`config.mk`:
```
export PLATFORM = sky130hd
export DESIGN_NAME = brk_exception_unit
export DESIGN_NICKNAME = d
export VERILOG_FILES = /design/src/rtl/brk_pkg.sv /design/src/rtl/brk_sync2.sv /design/src/rtl/brk_arbiter.sv /design/src/rtl/brk_exception_unit.sv
export SDC_FILE = /design/constraint.sdc
export NUM_CORES = 1
export LEC_CHECK = 0
export BUFFER_PORTS_ARGS = -buffer_cell sky130_fd_sc_hd__buf_4
export CORE_AREA = 2 2 145 147
export CTS_CLUSTER_DIAMETER = 60
export DETAILED_ROUTE_END_ITERATION = 10
export DIE_AREA = 0 0 147 149
export PLACE_DENSITY = 0.67
export RECOVER_POWER = 50
export SKIP_LAST_GASP = 1
export SLEW_MARGIN = 0
export SYNTH_ARGS = -nofsm -noshare
export SYNTH_HDL_FRONTEND = slang
export SYNTH_SLANG_ARGS = --single-unit
```
`constraint.sdc`:
```
create_clock -name CLK_IN -period 5.45 [get_ports CLK_IN]
set_clock_uncertainty 0.1 [all_clocks]
set_input_delay 1.09 -clock CLK_IN [delete_from_list [all_inputs] [get_ports CLK_IN]]
set_output_delay 1.09 -clock CLK_IN [all_outputs]
set_load 0.05 [all_outputs]
```
`src/rtl/brk_pkg.sv`:
```
package brk_pkg;

    localparam int ADDR_W = 32;
    localparam int MSR_W = 32;

    // Machine state bit positions, bit 0 is the least significant
    localparam int MSR_ILE = 16;
    localparam int MSR_ME = 12;
    localparam int MSR_IP = 6;
    localparam int MSR_RI = 1;
    localparam int MSR_LE = 0;

    localparam logic [ADDR_W-1:0] VEC_BASE_LOW = 32'h0000_0000;
    localparam logic [ADDR_W-1:0] VEC_BASE_HIGH = 32'hFFF0_0000;
    localparam logic [ADDR_W-1:0] OFF_NMI = 32'h0000_1000;
    localparam logic [ADDR_W-1:0] OFF_DATA = 32'h0000_1C00;
    localparam logic [ADDR_W-1:0] OFF_INSN = 32'h0000_1D00;
    localparam logic [ADDR_W-1:0] OFF_MASK = 32'h0000_1E00;

    localparam logic [ADDR_W-1:0] ADDR_RST = 32'h0000_0000;
    localparam logic [MSR_W-1:0] MSR_RST = 32'h0000_0000;

    typedef enum logic [2:0] {SRC_NONE, SRC_NMI, SRC_DATA, SRC_INSN, SRC_MASK} brk_src_e;
    typedef enum logic [1:0] {ST_RUN, ST_HALT, ST_DEBUG} exc_state_e;

    function automatic logic [MSR_W-1:0] entry_msr(input logic [MSR_W-1:0] machine_state_reg);
        logic [MSR_W-1:0] r;
        r = '0;
        r[MSR_IP] = machine_state_reg[MSR_IP];
        r[MSR_ME] = machine_state_reg[MSR_ME];
        r[MSR_LE] = machine_state_reg[MSR_ILE];
        return r;
    endfunction : entry_msr

    function automatic logic [MSR_W-1:0] saved_state(input logic [MSR_W-1:0] machine_state_reg);
        return {16'h0000, machine_state_reg[15:0]};
    endfunction : saved_state

    function automatic logic [ADDR_W-1:0] vector_fetch(input logic [MSR_W-1:0] machine_state_reg,
                                                       input logic [ADDR_W-1:0] off);
        return (machine_state_reg[MSR_IP] ? VEC_BASE_HIGH : VEC_BASE_LOW) | off;
    endfunction : vector_fetch

endpackage : brk_pkg

```
`src/rtl/brk_sync2.sv`:
```
`timescale 1ns/1ps
`default_nettype none
module brk_sync2 #(
    parameter int WIDTH = 3
) (
    input wire logic clk_in,
    input wire logic ce_in,
    input wire logic [WIDTH-1:0] async_in,
    output logic [WIDTH-1:0] sync_out
);
    logic [WIDTH-1:0] meta_reg;
    logic [WIDTH-1:0] meta_next;
    logic [WIDTH-1:0] sync_reg;
    logic [WIDTH-1:0] sync_next;

    // Two stages; first stage feeds only the second
    always_comb begin
        meta_next = ce_in ? async_in : meta_reg;
        sync_next = ce_in ? meta_reg : sync_reg;
    end

    always_ff @(posedge clk_in) begin
        meta_reg <= meta_next;
        sync_reg <= sync_next;
    end

    assign sync_out = sync_reg;
endmodule : brk_sync2
`default_nettype wire

```
`src/rtl/brk_arbiter.sv`:
```
`timescale 1ns/1ps
`default_nettype none
module brk_arbiter (
    input wire logic nmi_in,
    input wire logic data_in,
    input wire logic insn_in,
    input wire logic mask_in,
    output brk_pkg::brk_src_e src_out,
    output logic [brk_pkg::ADDR_W-1:0] offset_out
);
    import brk_pkg::*;

    // Fixed priority, one winner
    always_comb begin
        if (nmi_in) begin
            src_out = SRC_NMI;
            offset_out = OFF_NMI;
        end else if (data_in) begin
            src_out = SRC_DATA;
            offset_out = OFF_DATA;
        end else if (insn_in) begin
            src_out = SRC_INSN;
            offset_out = OFF_INSN;
        end else if (mask_in) begin
            src_out = SRC_MASK;
            offset_out = OFF_MASK;
        end else begin
            src_out = SRC_NONE;
            offset_out = ADDR_RST;
        end
    end
endmodule : brk_arbiter
`default_nettype wire

```
`src/rtl/brk_exception_unit.sv`:
```
`timescale 1ns/1ps
`default_nettype none
module brk_exception_unit (
    input wire logic CLK_IN,
    input wire logic RST_N_IN,
    input wire logic CE_IN,
    input wire logic MASKED_MODE_IN,
    input wire logic [brk_pkg::MSR_W-1:0] MSR_IN,
    input wire logic DATA_MATCH_IN,
    input wire logic [brk_pkg::ADDR_W-1:0] DATA_EA_IN,
    input wire logic [brk_pkg::ADDR_W-1:0] DATA_NEXT_PC_IN,
    input wire logic INSN_MATCH_IN,
    input wire logic [brk_pkg::ADDR_W-1:0] INSN_PC_IN,
    input wire logic BOUNDARY_IN,
    input wire logic [brk_pkg::ADDR_W-1:0] BOUNDARY_PC_IN,
    input wire logic MASK_BRK_REQ_IN,
    input wire logic NMI_BRK_REQ_IN,
    input wire logic DBG_PORT_REQ_IN,
    input wire logic HALTED_IN,
    input wire logic [brk_pkg::ADDR_W-1:0] NEXT_PC_IN,
    input wire logic DEBUG_EN_IN,
    input wire logic DEBUG_EXIT_IN,
    input wire logic NONRESTART_CLR_IN,
    output logic TAKE_OUT,
    output brk_pkg::brk_src_e CAUSE_OUT,
    output logic [brk_pkg::ADDR_W-1:0] FETCH_ADDR_OUT,
    output logic [brk_pkg::ADDR_W-1:0] SAVED_PC_OUT,
    output logic [brk_pkg::MSR_W-1:0] SAVED_STATE_OUT,
    output logic [brk_pkg::MSR_W-1:0] MSR_NEW_OUT,
    output logic [brk_pkg::ADDR_W-1:0] BRK_ADDR_OUT,
    output logic HALT_OUT,
    output logic DEBUG_MODE_OUT,
    output logic NONRESTART_OUT,
    output logic SAVE_UNDEF_OUT
);
    import brk_pkg::*;

    logic [2:0] sync_w;
    logic nmi_sync;
    logic mask_sync;
    logic dbg_sync;
    logic ri;
    logic data_hit;
    logic insn_hit;
    logic nmi_rise;
    logic mask_ok;
    brk_src_e win_src;
    logic [ADDR_W-1:0] win_off;
    logic [2:0] async_w;
    logic run_gate;

    exc_state_e state_reg, state_next;
    logic nmi_prev_reg, nmi_prev_next;
    logic nmi_pend_reg, nmi_pend_next;
    logic data_pend_reg, data_pend_next;
    logic insn_pend_reg, insn_pend_next;
    logic [ADDR_W-1:0] data_pc_reg, data_pc_next;
    logic [ADDR_W-1:0] insn_pc_reg, insn_pc_next;
    logic [ADDR_W-1:0] brk_addr_reg, brk_addr_next;
    logic take_reg, take_next;
    brk_src_e cause_reg, cause_next;
    logic [ADDR_W-1:0] fetch_reg, fetch_next;
    logic [ADDR_W-1:0] saved_pc_reg, saved_pc_next;
    logic [MSR_W-1:0] saved_state_reg, saved_state_next;
    logic [MSR_W-1:0] msr_new_reg, msr_new_next;
    logic halt_reg, halt_next;
    logic debug_reg, debug_next;
    logic nonrestart_reg, nonrestart_next;
    logic strap_reg, strap_next;

    // Pin requests, packed for the synchroniser
    assign async_w = {DBG_PORT_REQ_IN, MASK_BRK_REQ_IN, NMI_BRK_REQ_IN};

    brk_sync2 #(
        .WIDTH(3)
    ) u_sync (
        .clk_in(CLK_IN),
        .ce_in(CE_IN),
        .async_in(async_w),
        .sync_out(sync_w)
    );

    assign nmi_sync = sync_w[0];
    assign mask_sync = sync_w[1];
    assign dbg_sync = sync_w[2];

    // Match recognition, shared by the data and instruction comparators
    function automatic logic match_ok(input logic match, input logic masked, input logic rec);
        return match & (~masked | rec);
    endfunction : match_ok

    // Recognition of internal matches
    assign ri = MSR_IN[MSR_RI];
    assign data_hit = match_ok(DATA_MATCH_IN, MASKED_MODE_IN, ri);
    assign insn_hit = match_ok(INSN_MATCH_IN, MASKED_MODE_IN, ri);
    assign nmi_rise = nmi_sync & ~nmi_prev_reg;
    // Data, instruction and maskable entries happen only at an instruction boundary while running
    assign run_gate = BOUNDARY_IN & (state_reg == ST_RUN);
    // Maskable request only while recoverable
    assign mask_ok = mask_sync & ri & run_gate;

    brk_arbiter u_arb (
        .nmi_in(nmi_pend_reg & (state_reg == ST_RUN)),
        .data_in(data_pend_reg & run_gate),
        .insn_in(insn_pend_reg & run_gate),
        .mask_in(mask_ok),
        .src_out(win_src),
        .offset_out(win_off)
    );

    // Pending breakpoints and captured addresses
    always_comb begin
        nmi_prev_next = nmi_sync;
        nmi_pend_next = nmi_pend_reg;
        data_pend_next = data_pend_reg;
        insn_pend_next = insn_pend_reg;
        data_pc_next = data_pc_reg;
        insn_pc_next = insn_pc_reg;
        brk_addr_next = brk_addr_reg;
        if (state_reg == ST_HALT && HALTED_IN) begin
            nmi_pend_next = 1'b0;
        end
        if (take_next && win_src == SRC_DATA) begin
            data_pend_next = 1'b0;
        end
        if (take_next && win_src == SRC_INSN) begin
            insn_pend_next = 1'b0;
        end
        // A new non-maskable event wins over the clear in the same cycle; a data or instruction match is dropped while one is pending
        if (nmi_rise) begin
            nmi_pend_next = 1'b1;
        end
        if (data_hit && !data_pend_reg) begin
            data_pend_next = 1'b1;
            data_pc_next = DATA_NEXT_PC_IN;
            brk_addr_next = DATA_EA_IN;
        end
        if (insn_hit && !insn_pend_reg) begin
            insn_pend_next = 1'b1;
            insn_pc_next = INSN_PC_IN;
        end
    end

    // Exception entry sequencing
    always_comb begin
        state_next = state_reg;
        take_next = 1'b0;
        cause_next = cause_reg;
        fetch_next = fetch_reg;
        saved_pc_next = saved_pc_reg;
        saved_state_next = saved_state_reg;
        msr_new_next = msr_new_reg;
        halt_next = halt_reg;
        debug_next = debug_reg;
        case (state_reg)
            ST_RUN: begin
                if (nmi_pend_reg) begin
                    // Stop at once, whatever the recoverable flag
                    state_next = ST_HALT;
                    halt_next = 1'b1;
                end else if (win_src != SRC_NONE) begin
                    take_next = 1'b1;
                    cause_next = win_src;
                    fetch_next = vector_fetch(MSR_IN, win_off);
                    saved_state_next = saved_state(MSR_IN);
                    msr_new_next = entry_msr(MSR_IN);
                    case (win_src)
                        SRC_DATA: saved_pc_next = data_pc_reg;
                        SRC_INSN: saved_pc_next = insn_pc_reg;
                        default: saved_pc_next = BOUNDARY_PC_IN;
                    endcase
                end
            end
            ST_HALT: begin
                if (HALTED_IN) begin
                    if (DEBUG_EN_IN) begin
                        state_next = ST_DEBUG;
                        debug_next = 1'b1;
                    end else begin
                        state_next = ST_RUN;
                        halt_next = 1'b0;
                        take_next = 1'b1;
                        cause_next = SRC_NMI;
                        fetch_next = vector_fetch(MSR_IN, OFF_NMI);
                        saved_pc_next = NEXT_PC_IN;
                        saved_state_next = saved_state(MSR_IN);
                        msr_new_next = entry_msr(MSR_IN);
                    end
                end
            end
            ST_DEBUG: begin
                if (DEBUG_EXIT_IN) begin
                    state_next = ST_RUN;
                    halt_next = 1'b0;
                    debug_next = 1'b0;
                end
            end
            default: begin
                state_next = ST_RUN;
                halt_next = 1'b0;
                debug_next = 1'b0;
            end
        endcase
    end

    // Non-restartable flag; a setting event wins over the clear
    always_comb begin
        nonrestart_next = nonrestart_reg;
        if (NONRESTART_CLR_IN) begin
            nonrestart_next = 1'b0;
        end
        // Unrecoverable recognition in non-masked mode
        if (!MASKED_MODE_IN && !ri && (DATA_MATCH_IN || INSN_MATCH_IN)) begin
            nonrestart_next = 1'b1;
        end
        // Stop reached while unrecoverable
        if (state_reg == ST_HALT && HALTED_IN && !ri) begin
            nonrestart_next = 1'b1;
        end
    end

    always_ff @(posedge CLK_IN) begin
        if (!RST_N_IN) begin
            nonrestart_reg <= 1'b0;
        end else if (CE_IN) begin
            nonrestart_reg <= nonrestart_next;
        end
    end

    // Strap level holds between resets
    always_comb begin
        strap_next = strap_reg;
    end

    always_ff @(posedge CLK_IN) begin
        if (!RST_N_IN) begin
            strap_reg <= dbg_sync;
        end else if (CE_IN) begin
            strap_reg <= strap_next;
        end
    end

    // Pending requests and captured addresses
    always_ff @(posedge CLK_IN) begin
        if (!RST_N_IN) begin
            nmi_prev_reg <= 1'b0;
            nmi_pend_reg <= 1'b0;
            data_pend_reg <= 1'b0;
            insn_pend_reg <= 1'b0;
            data_pc_reg <= ADDR_RST;
            insn_pc_reg <= ADDR_RST;
            brk_addr_reg <= ADDR_RST;
        end else if (CE_IN) begin
            nmi_prev_reg <= nmi_prev_next;
            nmi_pend_reg <= nmi_pend_next;
            data_pend_reg <= data_pend_next;
            insn_pend_reg <= insn_pend_next;
            data_pc_reg <= data_pc_next;
            insn_pc_reg <= insn_pc_next;
            brk_addr_reg <= brk_addr_next;
        end
    end

    // Entry state and saved values
    always_ff @(posedge CLK_IN) begin
        if (!RST_N_IN) begin
            state_reg <= ST_RUN;
            take_reg <= 1'b0;
            cause_reg <= SRC_NONE;
            fetch_reg <= ADDR_RST;
            saved_pc_reg <= ADDR_RST;
            saved_state_reg <= MSR_RST;
            msr_new_reg <= MSR_RST;
            halt_reg <= 1'b0;
            debug_reg <= 1'b0;
        end else if (CE_IN) begin
            state_reg <= state_next;
            take_reg <= take_next;
            cause_reg <= cause_next;
            fetch_reg <= fetch_next;
            saved_pc_reg <= saved_pc_next;
            saved_state_reg <= saved_state_next;
            msr_new_reg <= msr_new_next;
            halt_reg <= halt_next;
            debug_reg <= debug_next;
        end
    end

    // Fault address, cause and the other outputs are registered in this block and driven straight out
    assign TAKE_OUT = take_reg;
    assign CAUSE_OUT = cause_reg;
    assign FETCH_ADDR_OUT = fetch_reg;
    assign SAVED_PC_OUT = saved_pc_reg;
    assign SAVED_STATE_OUT = saved_state_reg;
    assign MSR_NEW_OUT = msr_new_reg;
    assign BRK_ADDR_OUT = brk_addr_reg;
    assign HALT_OUT = halt_reg;
    assign DEBUG_MODE_OUT = debug_reg;
    assign NONRESTART_OUT = nonrestart_reg;
    assign SAVE_UNDEF_OUT = strap_reg;
endmodule : brk_exception_unit
`default_nettype wire

```
Word-level counts from Yosys, hierarchy flattened --
Cells that the tools add are included.
Word-level totals: word-level logic and storage cells 137, bits of input ports 206, output and inout port bits 168, bits in registers 244
Cells by class: eq/ne operators 11, muxes and demuxes 62, reduce and logical (&&, ||, !) cells 30, bitwise logic cells 14
Operators with widths (number):
- $mux 32 | 20
- $pmux 32 s2 | 5
- $or 32x32->32 | 1
- $mux 3 | 8
- $mux 1 | 19
- $mux 13 | 1
- $ne 2x2->1 const B | 6
- $reduce_and 2->1 | 6
- $reduce_and 5->1 | 2
- $and 1x1->1 | 9
- $logic_and 1x1->1 | 8
- $mux 2 | 4
- $reduce_bool 2->1 | 4
- $eq 3x2->1 const B | 2
- $pmux 1 s3 | 2
- $pmux 2 s3 | 1
- $pmux 3 s2 | 1
- $reduce_and 6->1 | 1
- $reduce_bool 3->1 | 2
- $logic_not 1->1 | 4
- $reduce_and 4->1 | 1
- $not 1->1 | 3
- $eq 2x1->1 const B | 1
- $eq 2x2->1 const B | 1
- other kinds (5) | 5

Longest topological paths before layout --
Gate-level depths: netlist of run 1.
word-level depth 14, mapped depth 6, depth with buffers taken out 4

Hierarchy --
Synthesis of run 1 repeated with hierarchy kept, for this count alone.
Second synthesis, totals: cell total of the unflattened synthesis 1060, area total of the unflattened synthesis 8481.9 um^2
Modules (own cells, without submodules):
- brk_exception_unit | area each 8030.2 um^2, times used 1, cells each 1015
- brk_arbiter | area each 271.5 um^2, times used 1, cells each 39
- brk_sync2 | area each 180.2 um^2, times used 1, cells each 6

Worst setup path after synthesis of run 1 --
OpenSTA, ideal clock, no wires.
path kind input-to-reg, start point input CE_IN, end point register fetch_reg[9] (netlist: FETCH_ADDR_OUT[9]), path slack 3.120 ns, arrival 2.160 ns, stages 6, buffers on the path 2, setup time 0.070 ns, path through buf_2 -> inv_1 -> nor2_1 -> clkbuf_1 -> nand4_1 -> a21oi_1
Between the ends: longest elaborated chain between the ends 1
RTL lines:
- start, declared | RTL line brk_exception_unit.sv:6 | input wire logic CE_IN,
- $reduce_and 6->1 (no line)
- end signal, assigned | RTL line brk_exception_unit.sv:280 | fetch_reg <= fetch_next;
- end, declared | RTL line brk_exception_unit.sv:62 | logic [ADDR_W-1:0] fetch_reg, fetch_next;
Every way passes these cells. A chain may end at the register's enable or synchronous reset.

Worst setup path after layout of run 1 --
start point input CE_IN, end point register brk_addr_reg[13] (netlist: BRK_ADDR_OUT[13])
Between the ends: longest elaborated chain between the ends 1
RTL lines:
- $reduce_and 2->1 (no line)
- end signal, assigned | RTL line brk_exception_unit.sv:260 | brk_addr_reg <= brk_addr_next;
- end, declared | RTL line brk_exception_unit.sv:59 | logic [ADDR_W-1:0] brk_addr_reg, brk_addr_next;
Every way passes these cells.

==> results.json, run 1 <==
{
  "setup_tns_ns": 0,
  "p_leak_uw": 0.00397,
  "max_slew.worst_pin.slew_ns": 1.86,
  "slew_headroom": -0.238,
  "die_w_um": 147,
  "hold_depth": 0,
  "grt_pass1_wl_um": 38900,
  "core-area_um2": 20600,
  "clk_pin_slew_ns": 0.07,
  "place_area_um2": 9430,
  "r2r_cells": 4,
  "critical_path_peak_fanout": 39,
  "root_buffer": "clkbuf_16",
  "p_per_area_nw_per_um2": 325,
  "grt_pass1_vias": 6972,
  "crit_family": "simple AND/OR/NAND/NOR gates",
  "syn_to_final_growth_pct": 29.2,
  "max-vdd-ir-drop_uv": 201,
  "cts_buffers": 17,
  "fin_util": 0.470,
  "stdcell_count": 1415,
  "fin_crit_sh": 0.695,
  "min_path_type": "reg -> reg",
  "die_height_um": 149,
  "crit_path_start_kind": "input port",
  "final_common_cell": "nand2_1",
  "drive_gt1_frac": 0.222,
  "dieArea_um2": 21900,
  "grt_max_degree": 85,
  "postSynthAreaPerCell_um2": 8.29,
  "drt_wl_total_um": 25800,
  "rsz0062_at_grt": "false",
  "synthArstFlopShare": 0,
  "dp_slack_ns": 2.10,
  "dp_hpwl_um": 16200,
  "final_cell_mix": "230 x nand2_1, 208 x buf_4, 160 x dfxtp_1",
  "ant_nets": 0,
  "worst-setup-path-type": "in -> reg",
  "clock_path_buffers": 2,
  "fin_ws_ns": 1.66,
  "violations": "capacitance limit, slew limit",
  "yosysWarningCount": 0,
  "ys.flop_type": "dfxtp_1",
  "critPathMaxStageDelay_ns": 1.56,
  "h-tree-depth": 4,
  "postCtsSetupRepairBufs": 0,
  "setup-violations-final": 0,
  "synth_seq_cells": 168,
  "critPathSlowestCell": "and4b_1",
  "hold_buffers": 0,
  "ys_types": 45,
  "vias_per_cell": 5.22,
  "path_cells": "clkbuf_1, and4b_1, buf_4, nand2_1, a21oi_1",
  "io_pins": 374,
  "gr-usage-all-layers": 0.228,
  "synthesis.area_um2": 7480,
  "period_minus_slack_ns": 3.79,
  "fillers": 2115,
  "final_nets": 1333,
  "cts_tree": "yes",
  "drc": 0,
  "fp-row-count": 53,
  "required_ns": 5.70,
  "syn_inst": 902,
  "worstPathArrival_ns": 4.04,
  "cts_resized": 0,
  "drtPass1Iterations": 6,
  "design_area_um2": 9660,
  "antenna_found_initial": 1,
  "hold_violations": 0,
  "gr-total-overflow": 0,
  "crit_buf_inv": 2,
  "timing.fmax_mhz": 264,
  "portBuffers": 298,
  "drt_iter0_markers": 688,
  "clock_latency_ns": 0.43,
  "seq_area_frac_synth": 0.459,
  "max_cap_viol_count": 2,
  "maxSlewViolCount": 73,
  "wire_per_inst_um": 18.2,
  "start_util": 0.364,
  "run_status": "complete, but fails checks",
  "path_depth": 5,
  "cts_sinks": 168,
  "gp_congestion": 0.765,
  "vias": 7380,
  "synth_edf_count": 7,
  "cp-end-kind": "flop",
  "dp_cells": 1383
}
[per-layer routing]
metal	part of all wire	GRT usage
met5	0	0
met4	0.014	0.0678
met3	0.096	0.0688
met2	0.50	0.388
met1	0.40	0.281
[metrics by stage]
step | power [uW] | hold WS (ns)
detailed placement | 1960 | 0.306
global placement | 1960 | 0.302
CTS | 3190 | 0.323
global route | 3270 | 0.325
finish | 3140 | 0.325
floorplan | 1780 | 0.300
[final cells by class]
type / count / area [um^2] / area share
clock buffer: 19 / 443 / 0.0458
multi-input combinational: 629 / 3330 / 0.345
inverter: 5 / 21.3 / 0.00220
sequential: 168 / 3430 / 0.355
tap: 275 / 344 / 0.0356
clock inverter: 12 / 143 / 0.0148
timing repair buffer: 306 / 1940 / 0.201
antenna: 1 / 2.50 / 0.000259
[power by group]
part	switching (uW)	internal, uW
registers	35.7	1290
logic	410	176
clock network	535	694
[synthesized netlist by cell type, types with 2 or more instances]
| master | count | area, um^2 |
|---|---|---|
| nand2_1 | 230 | 863 |
| inv_1 | 3 | 11.3 |
| a222oi_1 | 32 | 320 |
| nand3b_1 | 2 | 15.0 |
| and4b_1 | 2 | 20.0 |
| buf_1 | 9 | 33.8 |
| nand2b_1 | 3 | 18.8 |
| dfxtp_1 | 161 | 3220 |
| or3_1 | 3 | 18.8 |
| nor2_1 | 9 | 33.8 |
| o22ai_1 | 33 | 206 |
| buf_4 | 76 | 571 |
| o21ai_0 | 23 | 115 |
| a21oi_1 | 124 | 621 |
| edfxtp_1 | 7 | 210 |
| o2111ai_1 | 32 | 280 |
| clkbuf_1 | 47 | 176 |
| nand3_1 | 20 | 100 |
| o21a_1 | 2 | 15.0 |
| a21o_1 | 32 | 240 |
| buf_2 | 23 | 115 |
| buf_6 | 4 | 45.0 |
| nand4b_1 | 2 | 17.5 |
| nor2b_1 | 2 | 12.5 |
[kinds of logic (layout without fill, tap and decap cells)]
group | count (synthesis) | in the layout | synth area share
AO/OA/AOI/OAI | 289 | 289 | 0.254
AND/OR/NAND/NOR | 279 | 279 | 0.157
flip-flops | 168 | 168 | 0.459
buffers and inverters | 164 | 342 | 0.128
other | 1 | 61 | 0.000501
multiplexers | 1 | 1 | 0.00134
[final timing paths]
kind / from / endpoint / slack [ns]
max: CE_IN / BRK_ADDR_OUT[13] / 1.66
min: u_sync.meta_reg[2] / u_sync.sync_out[2] / 0.33
max reg2reg: state_reg[0] / SAVED_PC_OUT[30] / 2.21
min reg2reg: u_sync.meta_reg[2] / u_sync.sync_out[2] / 0.33
[worst reg2reg max path, stage by stage (launching register included)]
cell and delay [ns]:
dfxtp_2 1.04, nor2b_1 0.39, a32oi_2 0.34, nor2_4 1.02
o22ai_1 0.20
(Power assumes the default switching activity.)
==> run 2, diff against run 1 <==
- CORE_AREA: 2 2 145 147 -> 2 2 147 149
- DIE_AREA: 0 0 147 149 -> 0 0 149 151
- PLACE_DENSITY: 0.67 -> 0.65
- clock period: 5.45 -> 3.7 ns (I/O delays scaled with it)
==> results.json, run 2 (synthesized netlist as in run 1, its figures left out) <==
{
  "timing.fmax_mhz": 355,
  "final_cell_mix": "230 x nand2_1, 215 x buf_4, 160 x dfxtp_1",
  "gp_congestion": 0.830,
  "critical_path_peak_fanout": 32,
  "die_w_um": 149,
  "root_buffer": "clkbuf_16",
  "wire_per_inst_um": 18.0,
  "min_path_type": "reg -> reg",
  "slew_headroom": 0.00445,
  "final_nets": 1343,
  "gr-total-overflow": 0,
  "violations": "capacitance limit",
  "cts_sinks": 168,
  "clock_latency_ns": 0.42,
  "core-area_um2": 20800,
  "drt_iter0_markers": 648,
  "max_slew.worst_pin.slew_ns": 1.49,
  "worst-setup-path-type": "in -> reg",
  "r2r_cells": 6,
  "p_per_area_nw_per_um2": 478,
  "start_util": 0.359,
  "grt_pass1_wl_um": 38600,
  "dp_cells": 1393,
  "final_common_cell": "nand2_1",
  "clk_pin_slew_ns": 0.07,
  "io_pins": 374,
  "vias_per_cell": 5.18,
  "p_leak_uw": 0.00405,
  "stdcell_count": 1426,
  "worstPathArrival_ns": 3.07,
  "cp-end-kind": "flop",
  "gr-usage-all-layers": 0.221,
  "maxSlewViolCount": 0,
  "fin_crit_sh": 0.761,
  "vias": 7386,
  "dp_hpwl_um": 17500,
  "hold_buffers": 0,
  "clock_path_buffers": 2,
  "rsz0062_at_grt": "false",
  "drt_wl_total_um": 25600,
  "multiInputGateArea_um2": 3330,
  "max_cap_viol_count": 1,
  "portBuffers": 298,
  "grt_pass1_vias": 7008,
  "grt_max_degree": 51,
  "h-tree-depth": 4,
  "postCtsSetupRepairBufs": 0,
  "drc": 0,
  "fp-row-count": 53,
  "cts_tree": "yes",
  "fin_util": 0.471,
  "hold_depth": 0,
  "dieArea_um2": 22500,
  "drive_gt1_frac": 0.230,
  "setup-violations-final": 0,
  "period_minus_slack_ns": 2.81,
  "crit_path_start_kind": "input port",
  "hold_violations": 0,
  "setup_tns_ns": 0,
  "die_height_um": 151,
  "run_status": "complete, but fails checks",
  "area.sequential_um2": 3430,
  "max-vdd-ir-drop_uv": 358,
  "antenna_found_initial": 1,
  "cts_buffers": 17,
  "fillers": 2170,
  "ant_nets": 0,
  "drtPass1Iterations": 5,
  "syn_to_final_growth_pct": 31.0,
  "cts_resized": 0,
  "required_ns": 3.95
}
-- run 2: critical path, cell delays in order --
cell and delay [ns]:
clkbuf_1 0.57, and4b_1 1.32, nand2_1 0.23, a21oi_1 0.18
-- run 2: final timing paths --
check | from | slack, ns | endpoint
worst min register to register | u_sync.meta_reg[2] | 0.32 | u_sync.sync_out[2]
worst min-delay path | u_sync.meta_reg[2] | 0.32 | u_sync.sync_out[2]
worst max-delay path | CE_IN | 0.89 | insn_pc_reg[11]
worst max register to register | state_reg[0] | 1.03 | SAVED_PC_OUT[16]
-- run 2: where the power goes --
group | internal (uW) | switching, uW
sequential | 1900 | 50.5
clock | 1050 | 806
combinational | 271 | 604
-- run 2: final cells by class --
cell class	count	share of cell area
diodes	1	0.000255
repair buffers	316	0.210
flip-flops and latches	168	0.350
multi-input cells	629	0.340
well taps	275	0.0351
inverters	5	0.00217
clock buffers	19	0.0462
clock inverters	13	0.0160
-- run 2: metal layers --
layer  global-route usage  share of wire  vias up
met5                    0              0        -
met4               0.0781          0.025        0
met3               0.0654          0.092       40
met2                0.365           0.48      344
met1                0.275           0.40     3466
li1                     -              -     3536
-- run 2: per-stage QoR --
step / worst slack [ns] / power, uW / instance area (um^2) / hold WS, ns
after floorplan: 1.72 / 2620 / 7700 / 0.300
after global placement: 1.08 / 2900 / 9550 / 0.302
after detailed placement: 1.08 / 2910 / 9550 / 0.308
after CTS: 1.08 / 4770 / 10200 / 0.316
after global routing: 0.680 / 4870 / 9800 / 0.319
final: 0.886 / 4690 / 9800 / 0.317
==> run 3, diff against run 2 <==
- CORE_AREA: 2 2 147 149 -> 2 2 145 147
- DIE_AREA: 0 0 149 151 -> 0 0 147 149
- PLACE_DENSITY: 0.65 -> 0.69
- clock period: 3.7 -> 2.33 ns (I/O delays scaled with it)
==> results.json, run 3 (synthesized netlist as in run 1, its figures left out) <==
{
  "critPathMaxStageDelay_ns": 0.53,
  "period_minus_slack_ns": 2.23,
  "postCtsSetupRepairBufs": 0,
  "drtPass1Iterations": 5,
  "drt_wl_total_um": 25900,
  "cts_resized": 0,
  "multiInputGateArea_um2": 3340,
  "portBuffers": 298,
  "h-tree-depth": 4,
  "final_common_cell": "nand2_1",
  "min_path_type": "in -> reg",
  "gr-usage-all-layers": 0.231,
  "worst-setup-path-type": "reg -> reg",
  "grt_pass1_wl_um": 39500,
  "setup-violations-final": 0,
  "crit_path_start_kind": "flop",
  "sw_frac_of_total": 0.314,
  "pwr-share-clk": 0.389,
  "start_util": 0.364,
  "die_height_um": 149,
  "critical_path_peak_fanout": 32,
  "r2r_setup_slack_ns": 0.1,
  "syn_to_final_growth_pct": 31.6,
  "grt_pass1_vias": 7190,
  "cts_sinks": 168,
  "combPwrFrac": 0.191,
  "hold_buffers": 0,
  "max_slew.worst_pin.slew_ns": 1.55,
  "p_per_area_nw_per_um2": 749,
  "area.sequential_um2": 3430,
  "maxSlewViolCount": 39,
  "switchingPower_uw": 2320,
  "dp_hpwl_um": 17200,
  "rsz0062_at_grt": "false",
  "max-vdd-ir-drop_uv": 451,
  "antenna_found_initial": 0,
  "drt_iter0_markers": 744,
  "cts_tree": "yes",
  "gp_congestion": 0.790,
  "fillers": 2074,
  "hold_start": "MASK_BRK_REQ_IN",
  "required_ns": 2.48,
  "timing.fmax_mhz": 448,
  "critPathSlowestCell": "and3b_2",
  "cp-end-kind": "flop",
  "p_leak_uw": 0.00408,
  "cp-endpoint": "SAVED_PC_OUT[31]",
  "fin_crit_sh": 0.958,
  "dieArea_um2": 21900,
  "run_status": "complete, but fails checks",
  "drive_gt1_frac": 0.237,
  "crit_start": "nmi_pend_reg",
  "ant_nets": 0,
  "timing.rr.start": "nmi_pend_reg",
  "violations": "capacitance limit, slew limit",
  "root_buffer": "clkbuf_16",
  "io_pins": 374,
  "r2r_cells": 4,
  "clock_latency_ns": 0.42,
  "slew_headroom": -0.0333,
  "clock_path_buffers": 2,
  "rr_endpoint": "SAVED_PC_OUT[31]",
  "pwr-share-seq": 0.420,
  "final_cell_mix": "230 x nand2_1, 225 x buf_4, 160 x dfxtp_1",
  "final_nets": 1352,
  "clk_pin_slew_ns": 0.07,
  "path_cells": "and3b_2, a21o_1, a222oi_1, o22ai_1",
  "die_w_um": 147,
  "vias_per_cell": 5.26,
  "max_cap_viol_count": 1,
  "cts_buffers": 17,
  "finalPower_uw": 7370,
  "setup_tns_ns": 0,
  "fin_util": 0.479,
  "antenna_cells": 0,
  "p_int_uw": 5060,
  "gr-total-overflow": 0,
  "core-area_um2": 20600,
  "drc": 0,
  "fp-row-count": 53,
  "vias": 7535,
  "hold_violations": 0,
  "worstPathArrival_ns": 2.38,
  "wire_per_inst_um": 18.0,
  "grt_max_degree": 54
}
[run 3: power by group through the flow]
stage | Sequential (uW) | Clock (uW) | Combinational, uW
after global placement | 3160 | 0 | 1460
after detailed placement | 3160 | 0 | 1470
after floorplan | 3380 | 0 | 781
after global routing | 3110 | 3070 | 1490
final | 3100 | 2870 | 1410
after CTS | 3100 | 2920 | 1470
[run 3: final cells by class]
class	instances	area share
multi-input combinational	629	0.339
clock buffer	19	0.0472
inverter	5	0.00191
tap	275	0.0350
timing repair buffer	325	0.215
clock inverter	12	0.0132
sequential	168	0.349
[run 3: routing by layer]
layer / global-route usage / share of wire
met1: 0.280 / 0.40
met5: 0 / 0
met3: 0.0654 / 0.092
met2: 0.392 / 0.49
met4: 0.0817 / 0.021
[run 3: critical path: cells and delay by family, from the launching register on]
| kind | cells | cell delay (ns) |
|---|---|---|
| AO/OA/AOI/OAI | 3 | 0.91 |
| flip-flops | 1 | 0.52 |
| AND/OR/NAND/NOR | 1 | 0.53 |
[run 3: worst min path at each step]
stage	slack, ns	cells after the start	end
3_5_place_dp	0.31	0	u_sync.sync_out[1]
4_1_cts	0.09	1	u_sync.meta_reg[1]
2_1_floorplan	0.30	0	SAVE_UNDEF_OUT
3_3_place_gp	0.30	0	SAVE_UNDEF_OUT
5_1_grt	0.12	1	u_sync.meta_reg[1]
6_report	0.14	1	u_sync.meta_reg[1]
[run 3: through the flow]
step	hold WS [ns]	setup slack, ns	std cells	cell area (um^2)
floorplan	0.300	0.608	961	7700
global placement	0.301	0.0941	1402	9610
detailed placement	0.305	0.0885	1402	9610
CTS	0.0943	0.141	1433	10200
global route	0.115	0.0445	1433	9840
finish	0.136	0.0983	1433	9840
